### src/hdl/vfb_pkg.sv
// package of the v/f bit line timing block: offsets, layout, resets
// assumes the register port decodes the byte subaddress directly
package vfb_pkg;

    // width of the per-field line counter, saturates at the top
    localparam int          CNT_W    = 6;
    localparam logic [5:0]  CNT_MAX  = 6'h3f;
    localparam logic [5:0]  CNT_ZERO = 6'h00;

    // register subaddresses
    localparam logic [7:0]  OFS_N_VBEGIN               = 8'he5;
    localparam logic [7:0]  OFS_N_VEND                 = 8'he6;
    localparam logic [7:0]  OFS_NTSC_FIELD_TOGGLE_LINE = 8'he7;
    localparam logic [7:0]  OFS_PAL_VBLANK_BEGIN_LINE  = 8'he8;
    localparam logic [7:0]  OFS_PAL_VBLANK_END_LINE    = 8'he9;
    localparam logic [7:0]  OFS_PAL_FIELD_TOGGLE_LINE  = 8'hea;
    localparam int          REG_NUM                    = 6;

    // field positions inside each register byte
    localparam int          POS_COUNT    = 0;
    localparam int          POS_SIGN     = 5;
    localparam int          POS_EVEN_DLY = 6;
    localparam int          POS_ODD_DLY  = 7;

    // values after reset
    localparam logic [7:0]  RST_N_VBEGIN = 8'h05;
    localparam logic [7:0]  RST_N_VEND   = 8'h04;
    localparam logic [7:0]  RST_N_FTOG   = 8'h03;
    localparam logic [7:0]  RST_P_VBEGIN = 8'h05;
    localparam logic [7:0]  RST_P_VEND   = 8'h14;
    localparam logic [7:0]  RST_P_FTOG   = 8'h03;

    // all resets, entry 0 in the low byte
    localparam logic [47:0] RST_ALL = {RST_P_FTOG, RST_P_VEND,
                                       RST_P_VBEGIN, RST_N_FTOG,
                                       RST_N_VEND, RST_N_VBEGIN};

    typedef logic [CNT_W-1:0] vfb_cnt_t;

    // one line-timing register
    typedef struct packed {
        logic       odd_dly;    // extra line in odd fields
        logic       even_dly;   // extra line in even fields
        logic       sign;       // written 0 by the host
        logic [4:0] count;      // lines after rollover
    } vfb_reg_s;

    // the three edges of one standard
    typedef struct packed {
        vfb_reg_s vbegin;
        vfb_reg_s vend;
        vfb_reg_s ftog;
    } vfb_std_s;

endpackage

### src/hdl/vfb_line_timing.sv
// v and f bit placement for the bt.656 output of the decoder
// assumes line start, rollover and field parity come from the core clock
// Notes on behaviour
// RL1: 525 even field: v falls one line later
// RL2: 525 odd field: v falls one line later
// RL3: 525: f toggles programmed lines after rollover
// RL4: 525 even field: f toggles one line later
// RL5: 525 odd field: f toggles one line later
// RL6: 625: v rises programmed lines after rollover
// RL7: 625 even field: v rises one line later
// RL8: 625 odd field: v rises one line later
// RL9: 625: v falls programmed lines, even delay
// RL10: 625 odd field: v falls one line later
// RL11: 625: f toggles programmed lines after rollover
// RL12: 625 even field: f toggles one line later
// RL13: 625 odd field: f toggles one line later
// RL14: host writes every sign bit as zero
// RL15: 525: v rises programmed lines, field delays
// RL16: line counter compared with counts plus delay
module vfb_line_timing (
    input  wire logic       I_MCLK,       // 50 mhz clock
    input  wire logic       I_SYS_RST,    // async reset, high
    input  wire logic       I_CLK_EN,     // clock enable
    input  wire logic       I_LINE_STRT,  // pulse at each line start
    input  wire logic       I_CNT_ROLL,   // pulse at counter rollover
    input  wire logic       I_FIELD_ODD,  // current field is odd
    input  wire logic       I_STD_625,    // 625-line standard
    input  wire logic       I_REG_WE,     // register write strobe
    input  wire logic       I_REG_RE,     // register read strobe
    input  wire logic [7:0] I_REG_ADDR,   // register subaddress
    input  wire logic [7:0] I_REG_WDATA,  // register write data
    output logic      [7:0] O_REG_RDATA,  // register read data
    output logic            O_V_BIT,      // vertical blanking bit
    output logic            O_F_BIT,      // field bit
    output logic      [5:0] O_LINE_CNT    // lines since rollover
);

    logic [47:0]       regs;
    vfb_pkg::vfb_std_s std525;
    vfb_pkg::vfb_std_s std625;
    vfb_pkg::vfb_std_s act;
    vfb_pkg::vfb_cnt_t cnt_q;
    vfb_pkg::vfb_cnt_t cnt_d;
    vfb_pkg::vfb_cnt_t vb_tgt;
    vfb_pkg::vfb_cnt_t ve_tgt;
    vfb_pkg::vfb_cnt_t ft_tgt;
    logic              odd_q;
    logic              std_q;
    logic              evt_q;
    logic              vb_hit;
    logic              ve_hit;
    logic              ft_hit;
    logic              v_d;
    logic              f_d;

    // register storage, reached over the serial interface port
    vfb_regfile vfb_regfile_inst (
        .i_clk   (I_MCLK),
        .i_rst   (I_SYS_RST),
        .i_en    (I_CLK_EN),
        .i_we    (I_REG_WE),
        .i_re    (I_REG_RE),
        .i_addr  (I_REG_ADDR),
        .i_wdata (I_REG_WDATA),
        .o_rdata (O_REG_RDATA),
        .o_regs  (regs)
    );

    // view the bytes as the two standard sets
    assign std525 = {regs[7:0], regs[15:8], regs[23:16]};
    assign std625 = {regs[31:24], regs[39:32], regs[47:40]};

    // programmed count plus the one-line delay of the field
    function automatic vfb_pkg::vfb_cnt_t target(
        input vfb_pkg::vfb_reg_s r,
        input logic              odd
    );
        logic dly;
        dly = odd ? r.odd_dly : r.even_dly;
        // sign bit is left out of the comparison
        return {1'b0, r.count} + 6'(dly); // RL14
    endfunction

    // active set and edge targets for the current field
    always_comb
    begin
        act    = std_q ? std625 : std525;
        vb_tgt = target(act.vbegin, odd_q); // RL6 RL7 RL8 RL15
        ve_tgt = target(act.vend, odd_q);   // RL1 RL2 RL9 RL10
        ft_tgt = target(act.ftog, odd_q);   // RL3 RL4 RL5 RL11 RL12 RL13
        vb_hit = evt_q && (cnt_q == vb_tgt);
        ve_hit = evt_q && (cnt_q == ve_tgt);
        ft_hit = evt_q && (cnt_q == ft_tgt);
    end

    // next line count, cleared at rollover, saturating
    always_comb
    begin
        cnt_d = cnt_q;
        if (I_CNT_ROLL)
            cnt_d = vfb_pkg::CNT_ZERO;
        else if (I_LINE_STRT && cnt_q != vfb_pkg::CNT_MAX)
            cnt_d = cnt_q + 6'h01;
    end

    // per-field line counter
    always_ff @(posedge I_MCLK or posedge I_SYS_RST)
    begin
        if (I_SYS_RST)
            cnt_q <= vfb_pkg::CNT_ZERO;
        else if (I_CLK_EN)
            cnt_q <= cnt_d; // RL16
    end

    // field parity and standard, taken at each line boundary
    always_ff @(posedge I_MCLK or posedge I_SYS_RST)
    begin
        if (I_SYS_RST)
        begin
            odd_q <= 1'b0;
            std_q <= 1'b0;
        end
        else if (I_CLK_EN && (I_CNT_ROLL || I_LINE_STRT))
        begin
            odd_q <= I_FIELD_ODD;
            std_q <= I_STD_625;
        end
    end

    // compare strobe, set on the same edge as each counter update
    always_ff @(posedge I_MCLK or posedge I_SYS_RST)
    begin
        if (I_SYS_RST)
            evt_q <= 1'b0;
        else if (I_CLK_EN)
            evt_q <= I_CNT_ROLL || I_LINE_STRT;
    end

    // v bit: rise wins when both edges land on one line
    always_comb
    begin
        v_d = O_V_BIT;
        if (vb_hit)
            v_d = 1'b1; // RL6 RL15
        else if (ve_hit)
            v_d = 1'b0; // RL1 RL2 RL9 RL10
    end

    // f bit toggles on its line
    assign f_d = ft_hit ? ~O_F_BIT : O_F_BIT; // RL3 RL11

    // output flops
    always_ff @(posedge I_MCLK or posedge I_SYS_RST)
    begin
        if (I_SYS_RST)
        begin
            O_V_BIT    <= 1'b0;
            O_F_BIT    <= 1'b0;
            O_LINE_CNT <= vfb_pkg::CNT_ZERO;
        end
        else if (I_CLK_EN)
        begin
            O_V_BIT    <= v_d;
            O_F_BIT    <= f_d;
            O_LINE_CNT <= cnt_d;
        end
    end
endmodule

### src/hdl/vfb_regfile.sv
// register storage for the six line-timing bytes, registered read data
// assumes one access per cycle from the serial interface slave
module vfb_regfile (
    input  wire logic        i_clk,     // system clock
    input  wire logic        i_rst,     // async reset, high
    input  wire logic        i_en,      // clock enable
    input  wire logic        i_we,      // write strobe
    input  wire logic        i_re,      // read strobe
    input  wire logic [7:0]  i_addr,    // byte subaddress
    input  wire logic [7:0]  i_wdata,   // write data
    output logic      [7:0]  o_rdata,   // read data, one cycle late
    output logic      [47:0] o_regs     // all contents, entry 0 low
);

    logic [7:0] idx;
    logic       hit;

    // index from subaddress, hit only inside the window
    assign idx = i_addr - vfb_pkg::OFS_N_VBEGIN;
    assign hit = (i_addr >= vfb_pkg::OFS_N_VBEGIN) &&
                 (i_addr <= vfb_pkg::OFS_PAL_FIELD_TOGGLE_LINE);

    // one storage byte per entry
    genvar g;
    generate
        for (g = 0; g < vfb_pkg::REG_NUM; g++)
        begin : g_ent
            always_ff @(posedge i_clk or posedge i_rst)
            begin
                if (i_rst)
                    o_regs[g*8 +: 8] <= vfb_pkg::RST_ALL[g*8 +: 8];
                else if (i_en && i_we && hit && idx == 8'(g))
                    o_regs[g*8 +: 8] <= i_wdata;
            end
        end
    endgenerate

    // read port, unmapped addresses read zero
    always_ff @(posedge i_clk or posedge i_rst)
    begin
        if (i_rst)
            o_rdata <= 8'h00;
        else if (i_en && i_re)
            o_rdata <= hit ? o_regs[idx[2:0]*8 +: 8] : 8'h00;
    end

endmodule
### config.mk
export PLATFORM = sky130hd
export DESIGN_NAME = vfb_line_timing
export DESIGN_NICKNAME = d
export VERILOG_FILES = /design/src/hdl/vfb_pkg.sv /design/src/hdl/vfb_line_timing.sv /design/src/hdl/vfb_regfile.sv
export SDC_FILE = /design/constraint.sdc
export NUM_CORES = 1
export LEC_CHECK = 0
export ABC_AREA = 1
export BUFFER_PORTS_ARGS = -buffer_cell sky130_fd_sc_hd__buf_2
export CAP_MARGIN = 5
export CORE_MARGIN = 1.5
export CORE_UTILIZATION = 46
export CTS_CLUSTER_SIZE = 20
export DETAILED_ROUTE_END_ITERATION = 16
export PLACE_DENSITY = 0.67
export SLEW_MARGIN = 5
export SYNTH_ARGS = -nofsm -noshare
export SYNTH_HDL_FRONTEND = slang
export SYNTH_SLANG_ARGS = --single-unit
### constraint.sdc
create_clock -name I_MCLK -period 2.5 [get_ports I_MCLK]
set_clock_uncertainty 0.05 [all_clocks]
set_input_delay 0.5 -clock I_MCLK [delete_from_list [all_inputs] [get_ports I_MCLK]]
set_output_delay 0.5 -clock I_MCLK [all_outputs]
set_load 0.02 [all_outputs]
==> flow_metrics.env, run 1 <==
export IMPL_status="completed"
export IMPL_cpPeakStageDelay_ps=420
export IMPL_antenna_found_initial=0
export IMPL_vias_per_cell=5.292
export IMPL_start_kind="flop"
export IMPL_arrival_ps=2550
export IMPL_drt_iter0_markers=235
export IMPL_endpoint_kind="flop"
export IMPL_regArea_um2=1690
export IMPL_cp_top_family="simple AND/OR/NAND/NOR gates"
export IMPL_cts_path_max_buffers=2
export IMPL_grt_pass1_vias=4039
export IMPL_route_vias_total=4334
export IMPL_cts_resized=0
export IMPL_synth_compound_area_frac=0.1466
export IMPL_r2r_slack_ps=160
export IMPL_fin_crit_ps=2343
export IMPL_post_synth_top_count_cell="nand2_1"
export IMPL_path_cells="buf_12 -> o21ai_1 -> o22ai_2 -> ha_1 -> ha_1 -> inv_1 -> nand2_1 -> nand3b_1 -> nor2_1 -> nand2_1 -> nor2_1 -> nand2_1 -> nor2_1 -> nand2_1 -> nand2_1 -> nand2_1"
export IMPL_die_x_um=100.9
export IMPL_synth_edf_count=0
export IMPL_r2r_start="std_q"
export IMPL_nFillCells=931
export IMPL_setup_viol=0
export IMPL_grt_usage=0.2628
export IMPL_hpwlAfterDp_um=9129
export IMPL_cts_buffers=9
export IMPL_max_vdd_ir_drop_v=0.0003323
export IMPL_netlist_area_um2=4404
export IMPL_synthXorXnorAreaFrac=0.009943
export IMPL_synth_seq_cells=67
export IMPL_crit_path_end="O_F_BIT"
export IMPL_yosys_warnings=0
export IMPL_synthSimpleGateAreaFrac=0.3276
export IMPL_core_area_um2=9240
export IMPL_tightest_slew_ps=499.3
export IMPL_grt_pass1_wl_um=20290
export IMPL_rsz0062_at_grt="false"
export IMPL_pwr_density_cell_nw_per_um2=515.6
export IMPL_crit_path_top_delay_cell="dfrtp_1"
export IMPL_syn_inst=641
export IMPL_synth_cell_types=37
export IMPL_die_h_um=100.9
export IMPL_io_pins=41
export IMPL_path_class="reg -> reg"
export IMPL_dp_cells=803
export IMPL_port_buffers=40
export IMPL_synth_fa_ha_area_frac=0.03125
export IMPL_r2r_end="O_F_BIT"
export IMPL_totalWireLength_um=12330
export IMPL_crit_required_ps=2700
export IMPL_post_route_util=0.5395
export IMPL_finalHoldViolations=0
export IMPL_fp_row_count=35
export IMPL_nNetsFinal=721
export IMPL_synth_common_cells="nand2_1, inv_1, o21ai_0"
export IMPL_post_cts_buffers=0
export IMPL_crit_path_frequent_cell="nand2_1"
export IMPL_gp_congestion=0.9477
export IMPL_initial_core_util=0.4766
export IMPL_startpoint="std_q"
export IMPL_syn_area_per_cell_um2=6.871
export IMPL_synth_top_family_by_area="simple AND/OR/NAND/NOR gates"
export IMPL_cts_root_buf="clkbuf_8"
export IMPL_yosysTopAreaCell="dfrtp_1"
export IMPL_async_reset_ff_frac=1.000
export IMPL_fmax_ghz=0.4268
export IMPL_yosysSeqAreaShare=0.3838
export IMPL_maxCapViolCount=0
export IMPL_area_delta_synth_final_pct=13.18
export IMPL_htree_num_levels=3
export IMPL_synthTopCellsByArea="dfrtp_1, nand2_1, inv_1, dfstp_2, o21ai_0"
export IMPL_first_pass_iters=5
export IMPL_fin_ws_ps=157.0
export IMPL_fin_cells=819
export IMPL_synth_mux_area_frac=0
export IMPL_crit_fanout=30
export IMPL_power_mw=2.570
export IMPL_finalCritPeriodShare=0.9372
export IMPL_n_antenna_cell=0
export IMPL_hold_path_class="in -> async"
export IMPL_drive_gt1_frac=0.1565
export IMPL_slew_violations=0
export IMPL_hold_buffers=0
export IMPL_tns_ps=0
export IMPL_cts_tree="built"
export IMPL_clk_latency_ps=350
export IMPL_rr_worst_depth=16
export IMPL_pre_cts_slack_ps=89.76
export IMPL_syn_nets=677
export IMPL_critical_path_n_buffers_inverters=2
export IMPL_slew_headroom=0.6668
export IMPL_grt_max_degree=68
export IMPL_cts_sinks=67
export IMPL_overflow=0
export IMPL_dieArea_um2=10170
export IMPL_synth_top_area_frac=0.3182
export IMPL_clkTransAtPathRegs_ps=80
export IMPL_power_leakage_nw=2.523
export IMPL_synth_ff_type="dfrtp_1"
export IMPL_wl_per_cell_um=15.06
export IMPL_antenna_left=0
export IMPL_drc=0
export IMPL_critical_path_depth=16
export IMPL_multi_input_area_um2=2276
## power by group
part | internal, mW | total, mW | switching (mW)
logic | 0.196 | 0.578 | 0.381
registers | 1.12 | 1.16 | 0.0392
clock network | 0.384 | 0.836 | 0.451
## kinds of logic after synthesis
logic type	after synthesis
AND/OR/NAND/NOR	337
AO/OA/AOI/OAI	115
buffers and inverters	106
flip-flops	67
adder cells (fa/ha/maj)	11
XOR/XNOR	5
## worst register-to-register path: cells and delay by family, from the launching register on
kind	cells	cell delay [ps]
adder cells (fa/ha/maj)	2	530
AO/OA/AOI/OAI	2	310
buffers and inverters	2	220
AND/OR/NAND/NOR	10	690
flip-flops	1	420
## layout make-up
cell class	count	share of cell area
Clock buffer	10	0.02761
Clock inverter	6	0.008283
Inverter	84	0.06325
Multi-Input combinational cell	468	0.4566
Sequential cell	67	0.3391
Tap cell	129	0.03238
Timing Repair Buffer	55	0.07279
## cell usage in the layout, fill, tap and decap left out, drive strengths merged, types with 3 or more instances in the layout
| cell type | netlist | final |
|---|---|---|
| nand2 | 215 | 215 |
| inv | 84 | 84 |
| o21ai | 84 | 84 |
| dfrtp | 56 | 56 |
| buf | 11 | 55 |
| nor2 | 49 | 49 |
| nand3 | 47 | 47 |
| a21oi | 20 | 20 |
| nand4 | 19 | 19 |
| ha | 11 | 11 |
| dfstp | 11 | 11 |
| clkbuf | 11 | 10 |
| nor3 | 4 | 4 |
| xor2 | 3 | 3 |
| clkinvlp | 0 | 3 |
| clkinv | 0 | 3 |
## routing by layer
metal / vias to the layer above / part of all wire / GRT usage
li1: 2155 / - / -
met1: 2011 / 0.44 / 0.3427
met2: 143 / 0.47 / 0.4330
met3: 25 / 0.057 / 0.05270
met4: 0 / 0.025 / 0.09534
met5: - / 0 / 0
## stage by stage
step | instance area (um2) | hold WS [ps]
floorplan | 4407 | 386.6
global placement | 4800 | 409.2
detailed placement | 4800 | 414.3
CTS | 4979 | 165.1
global route | 4985 | 173.7
finish | 4985 | 146.4
## worst min-delay path by stage
| stage | start | endpoint | slack [ps] | depth (start not counted) |
|---|---|---|---|---|
| floorplan | vfb_regfile_inst.o_regs[29] | vfb_regfile_inst.o_regs[29] | 390 | 2 |
| global placement | vfb_regfile_inst.o_regs[29] | vfb_regfile_inst.o_regs[29] | 410 | 2 |
| detailed placement | vfb_regfile_inst.o_rdata[6] | vfb_regfile_inst.o_rdata[6] | 410 | 2 |
| CTS | I_SYS_RST | O_F_BIT | 170 | 3 |
| global route | I_SYS_RST | O_F_BIT | 170 | 3 |
| finish | I_SYS_RST | vfb_regfile_inst.o_rdata[2] | 150 | 3 |
## registers in the layout (all words and copies together), names as in the netlist
register and count:
vfb_regfile_inst.o_regs 48, vfb_regfile_inst.o_rdata 8, O_LINE_CNT 6, O_F_BIT 1
O_V_BIT 1, evt_q 1, odd_q 1, std_q 1
(Power assumes the default switching activity.)
==> run 2, diff against run 1 <==
--- a/config.mk
+++ b/config.mk
@@ -5,7 +5,6 @@
 export SDC_FILE = /design/constraint.sdc
 export NUM_CORES = 1
 export LEC_CHECK = 0
-export ABC_AREA = 1
 export BUFFER_PORTS_ARGS = -buffer_cell sky130_fd_sc_hd__buf_2
 export CAP_MARGIN = 5
 export CORE_MARGIN = 1.5
==> flow_metrics.env, run 2 <==
export IMPL_path_class="reg -> reg"
export IMPL_synth_common_cells="mux2_2, dfrtp_1, o21ai_0"
export IMPL_syn_inst=336
export IMPL_syn_nets=372
export IMPL_finalHoldViolations=0
export IMPL_route_vias_total=2973
export IMPL_nFillCells=714
export IMPL_fin_area_um2=4674
export IMPL_endpoint_kind="flop"
export IMPL_status="completed"
export IMPL_fin_crit_ps=2448
export IMPL_synthTopCellsByArea="dfrtp_1, mux2_2, dfstp_2, mux4_2, mux2i_1"
export IMPL_cts_buffers=9
export IMPL_area_delta_synth_final_pct=18.12
export IMPL_start_kind="flop"
export IMPL_tightest_slew_ps=862.6
export IMPL_yosysTopAreaCell="dfrtp_1"
export IMPL_maxCapViolCount=0
export IMPL_top_register="vfb_regfile_inst.o_regs"
export IMPL_drc=0
export IMPL_antenna_left=0
export IMPL_slew_headroom=0.4208
export IMPL_htree_num_levels=3
export IMPL_grt_pass1_wl_um=15880
export IMPL_synth_seq_cells=67
export IMPL_rr_worst_depth=8
export IMPL_setup_viol=0
export IMPL_clkTransAtPathRegs_ps=80
export IMPL_cts_tree="built"
export IMPL_finalCritPeriodShare=0.9791
export IMPL_synth_top_area_frac=0.3541
export IMPL_max_vdd_ir_drop_v=0.0004047
export IMPL_core_area_um2=8258
export IMPL_pre_cts_slack_ps=-100.7
export IMPL_wl_per_cell_um=19.98
export IMPL_seqPwrFrac=0.466
export IMPL_fin_ws_ps=52.34
export IMPL_final_common_cell="mux2_2"
export IMPL_yosys_warnings=0
export IMPL_rsz0062_at_grt="true"
export IMPL_fp_row_count=33
export IMPL_cts_path_max_buffers=2
export IMPL_overflow=0
export IMPL_placed_area_um2=4425
export IMPL_grt_usage=0.2385
export IMPL_synth_edf_count=0
export IMPL_fmax_ghz=0.4086
export IMPL_pwr_density_cell_nw_per_um2=551.0
export IMPL_grt_max_degree=49
export IMPL_hpwlAfterDp_um=7618
export IMPL_n_antenna_cell=0
export IMPL_initial_core_util=0.4792
export IMPL_yosysSeqAreaShare=0.4271
export IMPL_power_leakage_nw=2.245
export IMPL_netlist_area_um2=3958
export IMPL_r2r_start="odd_q"
export IMPL_cts_sinks=67
export IMPL_clockPowerShare=0.374
export IMPL_nNetsFinal=432
export IMPL_hold_buffers=0
export IMPL_largestRegisters="vfb_regfile_inst.o_regs: 48 flops, vfb_regfile_inst.o_rdata: 8 flops, O_LINE_CNT: 6 flops"
export IMPL_synth_ff_type="dfrtp_1"
export IMPL_crit_required_ps=2700
export IMPL_first_pass_iters=4
export IMPL_drive_gt1_frac=0.4439
export IMPL_synth_cell_types=49
export IMPL_p_int_mw=1.814
export IMPL_dieArea_um2=9169
export IMPL_swShare=0.2957
export IMPL_die_x_um=95.76
export IMPL_totalWireLength_um=10110
export IMPL_async_reset_ff_frac=1.000
export IMPL_largest_reg_flops=48
export IMPL_drt_iter0_markers=157
export IMPL_clk_latency_ps=350
export IMPL_slew_violations=0
export IMPL_die_h_um=95.76
export IMPL_hold_path_class="in -> async"
export IMPL_arrival_ps=2650
export IMPL_grt_pass1_vias=2873
export IMPL_power_switching_uw=761.6
export IMPL_r2r_end="O_V_BIT"
export IMPL_vias_per_cell=5.875
export IMPL_r2r_slack_ps=50
export IMPL_crit_fanout=4
export IMPL_port_buffers=40
export IMPL_gp_congestion=0.8830
export IMPL_antenna_found_initial=0
export IMPL_mostFrequentLayoutCells="mux2_2, dfrtp_1, buf_2, buf_4, o21ai_0"
export IMPL_syn_area_per_cell_um2=11.78
export IMPL_io_pins=41
export IMPL_cts_root_buf="clkbuf_8"
export IMPL_pwr_share_comb=0.160
export IMPL_post_synth_top_count_cell="mux2_2"
==> run 2: through the flow <==
stage	TNS, ps	utilization	instances	hold WS (ps)	power (mW)
after floorplan	-8.404	-	336	423.9	1.475
after detailed placement	-1695	0.5359	490	418.5	1.626
final	0	0.5661	506	95.11	2.576
after global placement	-872.1	0.5359	490	413.2	1.617
after global routing	-56.84	0.5661	506	130.9	2.679
after CTS	0	0.5621	506	106.2	2.581
==> run 2: cell families (layout without fill, tap and decap cells) <==
family                     after synthesis  after routing  share of synthesized area
AOI/OAI and AO/OA                       47             47                    0.07557
xor gates and xnor gates                23             23                    0.05090
DFF                                     67             67                     0.4271
muxes                                   86             86                     0.2703
and+or+nand+nor                         78             78                     0.1167
adders and majority gates               11             11                    0.03478
buffers and inverters                   24             89                    0.02466
==> run 2: layout make-up <==
class | instances | area, um2 | area share
Clock buffer | 10 | 137.6 | 0.02944
Tap cell | 105 | 131.4 | 0.02810
Sequential cell | 67 | 1692 | 0.3619
Inverter | 7 | 26.28 | 0.005621
Clock inverter | 6 | 72.57 | 0.01552
Multi-Input combinational cell | 245 | 2207 | 0.4722
Timing Repair Buffer | 66 | 407.9 | 0.08726
==> run 2: repair_timing <==
item                                    in CTS  in global routing
endpoints found under the setup margin       2                  2
pin swaps                                    1                  5
buffers inserted                             0                  0
gates resized for setup                      1                  6
==> run 2: critical path, cell delays in order, from the launching register on <==
cell and delay, ps:
dfrtp_1 430, mux4_2 560, ha_4 190, ha_4 150, xor2_1 150, xnor2_1 150, nor4_2 270, nand4_1 150
a32o_1 230
==> run 2: power by group through the flow <==
stage	logic, mW	registers (mW)	clock network [mW]
4_1_cts	0.412	1.20	0.970
2_1_floorplan	0.261	1.21	0
5_1_grt	0.451	1.21	1.02
3_5_place_dp	0.407	1.22	0
6_report	0.413	1.20	0.963
3_3_place_gp	0.398	1.22	0
==> run 2: worst max path at each step <==
stage,from,endpoint,slack (ps)
final,odd_q,O_V_BIT,50
after global routing,odd_q,O_V_BIT,-60
after CTS,odd_q,O_V_BIT,50
after detailed placement,I_REG_ADDR[0],vfb_regfile_inst.o_regs[30],-100
after global placement,I_REG_ADDR[0],vfb_regfile_inst.o_regs[45],-50
after floorplan,std_q,O_F_BIT,-8
==> run 2: metal layers <==
metal | global-route usage | vias to the layer above | wire (um)
met5 | 0 | - | 0
li1 | - | 1373 | -
met3 | 0.03791 | 15 | 492
met1 | 0.3297 | 1498 | 4530
met2 | 0.3773 | 87 | 4904
met4 | 0.09069 | 0 | 182
==> run 3, diff against run 2 <==
--- a/config.mk
+++ b/config.mk
@@ -12,6 +12,7 @@
 export CTS_CLUSTER_SIZE = 20
 export DETAILED_ROUTE_END_ITERATION = 16
 export PLACE_DENSITY = 0.67
+export RECOVER_POWER = 100
 export SLEW_MARGIN = 5
 export SYNTH_ARGS = -nofsm -noshare
 export SYNTH_HDL_FRONTEND = slang
==> flow_metrics.env, run 3 (synthesis gave the netlist of run 2 again) <==
export IMPL_core_area_um2=8258
export IMPL_cts_tree="built"
export IMPL_grt_usage=0.2385
export IMPL_setup_viol=0
export IMPL_antenna_found_initial=0
export IMPL_fin_ws_ps=39.88
export IMPL_gp_congestion=0.8830
export IMPL_tightest_slew_ps=1178
export IMPL_mostFrequentLayoutCells="mux2_2, dfrtp_1, buf_4, buf_2, o21ai_0"
export IMPL_maxCapViolCount=0
export IMPL_die_x_um=95.76
export IMPL_grt_pass1_vias=2873
export IMPL_dieArea_um2=9169
export IMPL_vias_per_cell=5.810
export IMPL_pre_cts_slack_ps=-100.7
export IMPL_status="completed"
export IMPL_fmax_ghz=0.4065
export IMPL_finalHoldViolations=0
export IMPL_largestRegisters="vfb_regfile_inst.o_regs: 48 flops, vfb_regfile_inst.o_rdata: 8 flops, O_LINE_CNT: 6 flops"
export IMPL_fp_row_count=33
export IMPL_largest_reg_flops=48
export IMPL_overflow=0
export IMPL_cts_path_max_buffers=2
export IMPL_totalWireLength_um=10010
export IMPL_n_antenna_cell=0
export IMPL_hold_path_class="in -> async"
export IMPL_io_pins=41
export IMPL_drive_gt1_frac=0.3940
export IMPL_max_vdd_ir_drop_v=0.0004025
export IMPL_endpoint_kind="flop"
export IMPL_start_kind="flop"
export IMPL_initial_core_util=0.4792
export IMPL_met1_usage=0.3297
export IMPL_use_met2=0.3773
export IMPL_cts_root_buf="clkbuf_8"
export IMPL_route_vias_total=2940
export IMPL_area_delta_synth_final_pct=17.10
export IMPL_use_met3=0.03791
export IMPL_hpwlAfterDp_um=7618
export IMPL_nNetsFinal=432
export IMPL_fin_crit_ps=2460
export IMPL_crit_path_frequent_cell="ha_4"
export IMPL_fin_cells=506
export IMPL_port_buffers=40
export IMPL_first_pass_iters=4
export IMPL_drt_iter0_markers=187
export IMPL_finalCritPeriodShare=0.9840
export IMPL_cts_buffers=9
export IMPL_clk_latency_ps=350
export IMPL_path_class="reg -> reg"
export IMPL_hold_buffers=0
export IMPL_crit_required_ps=2700
export IMPL_antenna_left=0
export IMPL_rsz0062_at_grt="true"
export IMPL_pwr_density_cell_nw_per_um2=551.3
export IMPL_clkTransAtPathRegs_ps=80
export IMPL_htree_num_levels=3
export IMPL_die_h_um=95.76
export IMPL_grt_pass1_wl_um=15880
export IMPL_crit_fanout=4
export IMPL_post_cts_buffers=0
export IMPL_wl_per_cell_um=19.78
export IMPL_cpPeakStageDelay_ps=570
export IMPL_slew_violations=0
export IMPL_crit_path_top_delay_cell="mux4_2"
export IMPL_path_cells="mux4_2 -> ha_4 -> ha_4 -> xor2_1 -> xnor2_1 -> nor4_2 -> nand4_1 -> a32o_1"
export IMPL_top_register="vfb_regfile_inst.o_regs"
export IMPL_final_common_cell="mux2_2"
export IMPL_arrival_ps=2660
export IMPL_slew_headroom=0.2150
export IMPL_dp_cells=490
export IMPL_power_leakage_nw=2.172
export IMPL_grt_max_degree=49
export IMPL_grt_busiest_layer="met2"
export IMPL_cts_sinks=67
export IMPL_drc=0
[run 3: changes by cell type in the layout (fill, tap and decap cells not counted), sizes merged]
cell / before / now
buf: 66 / 48
clkbuf: 10 / 28
[run 3: worst paths after layout]
kind | startpoint | endpoint | slack [ps] | cells after the start
setup / recovery | odd_q | O_V_BIT | 40 | 8
max in group asynchronous | I_SYS_RST | vfb_regfile_inst.o_regs[19] | 560 | 3
setup reg to reg | odd_q | O_V_BIT | 40 | 8
hold reg to reg | vfb_regfile_inst.o_rdata[2] | vfb_regfile_inst.o_rdata[2] | 430 | 2
min in group I_MCLK | I_STD_625 | std_q | 370 | 2
hold / removal | I_SYS_RST | vfb_regfile_inst.o_regs[3] | 230 | 2
[run 3: cell type report]
cell class,count,area [um2]
fill,724,3623
multi-input combinational,245,2207
sequential,67,1692
timing repair buffer,66,367.9
clock buffer,10,137.6
tap,105,131.4
clock inverter,6,72.57
inverter,7,26.28
[run 3: routing by layer]
layer	vias to the layer above	wire length (um)
met3	14	432
met4	0	186
li1	1368	-
met5	-	0
met2	81	4934
met1	1477	4456
[run 3: per-stage QoR]
stage / instance area [um2] / power (mW) / hold WS (ps) / setup TNS, ps / util
final: 4634 / 2.555 / 226.3 / 0 / 0.5612
after global routing: 4634 / 2.668 / 297.1 / -56.84 / 0.5612
after CTS: 4642 / 2.581 / 106.2 / 0 / 0.5621
after detailed placement: 4425 / 1.626 / 418.5 / -1695 / 0.5359
after global placement: 4425 / 1.617 / 413.2 / -872.1 / 0.5359
after floorplan: 3968 / 1.475 / 423.9 / -8.404 / -
[run 3: where the power goes]
part,switching (mW),internal [mW],total [mW]
Sequential,0.0684,1.13,1.20
Clock,0.457,0.498,0.955
Combinational,0.226,0.174,0.400
[run 3: what timing repair did]
item | 4_1_cts | 5_1_grt
gates cloned | 0 | 0
hold endpoints to repair | 0 | 0
setup endpoints to repair | 2 | 2
gates resized for setup | 1 | 6
pin swaps | 1 | 5
[run 3: critical path: cells and delay by family (launching register included)]
family,cells,cell delay (ps)
adders and majority gates,2,340
muxes,1,570
DFF,1,430
and+or+nand+nor,2,430
xor gates and xnor gates,2,300
AOI/OAI and AO/OA,1,230
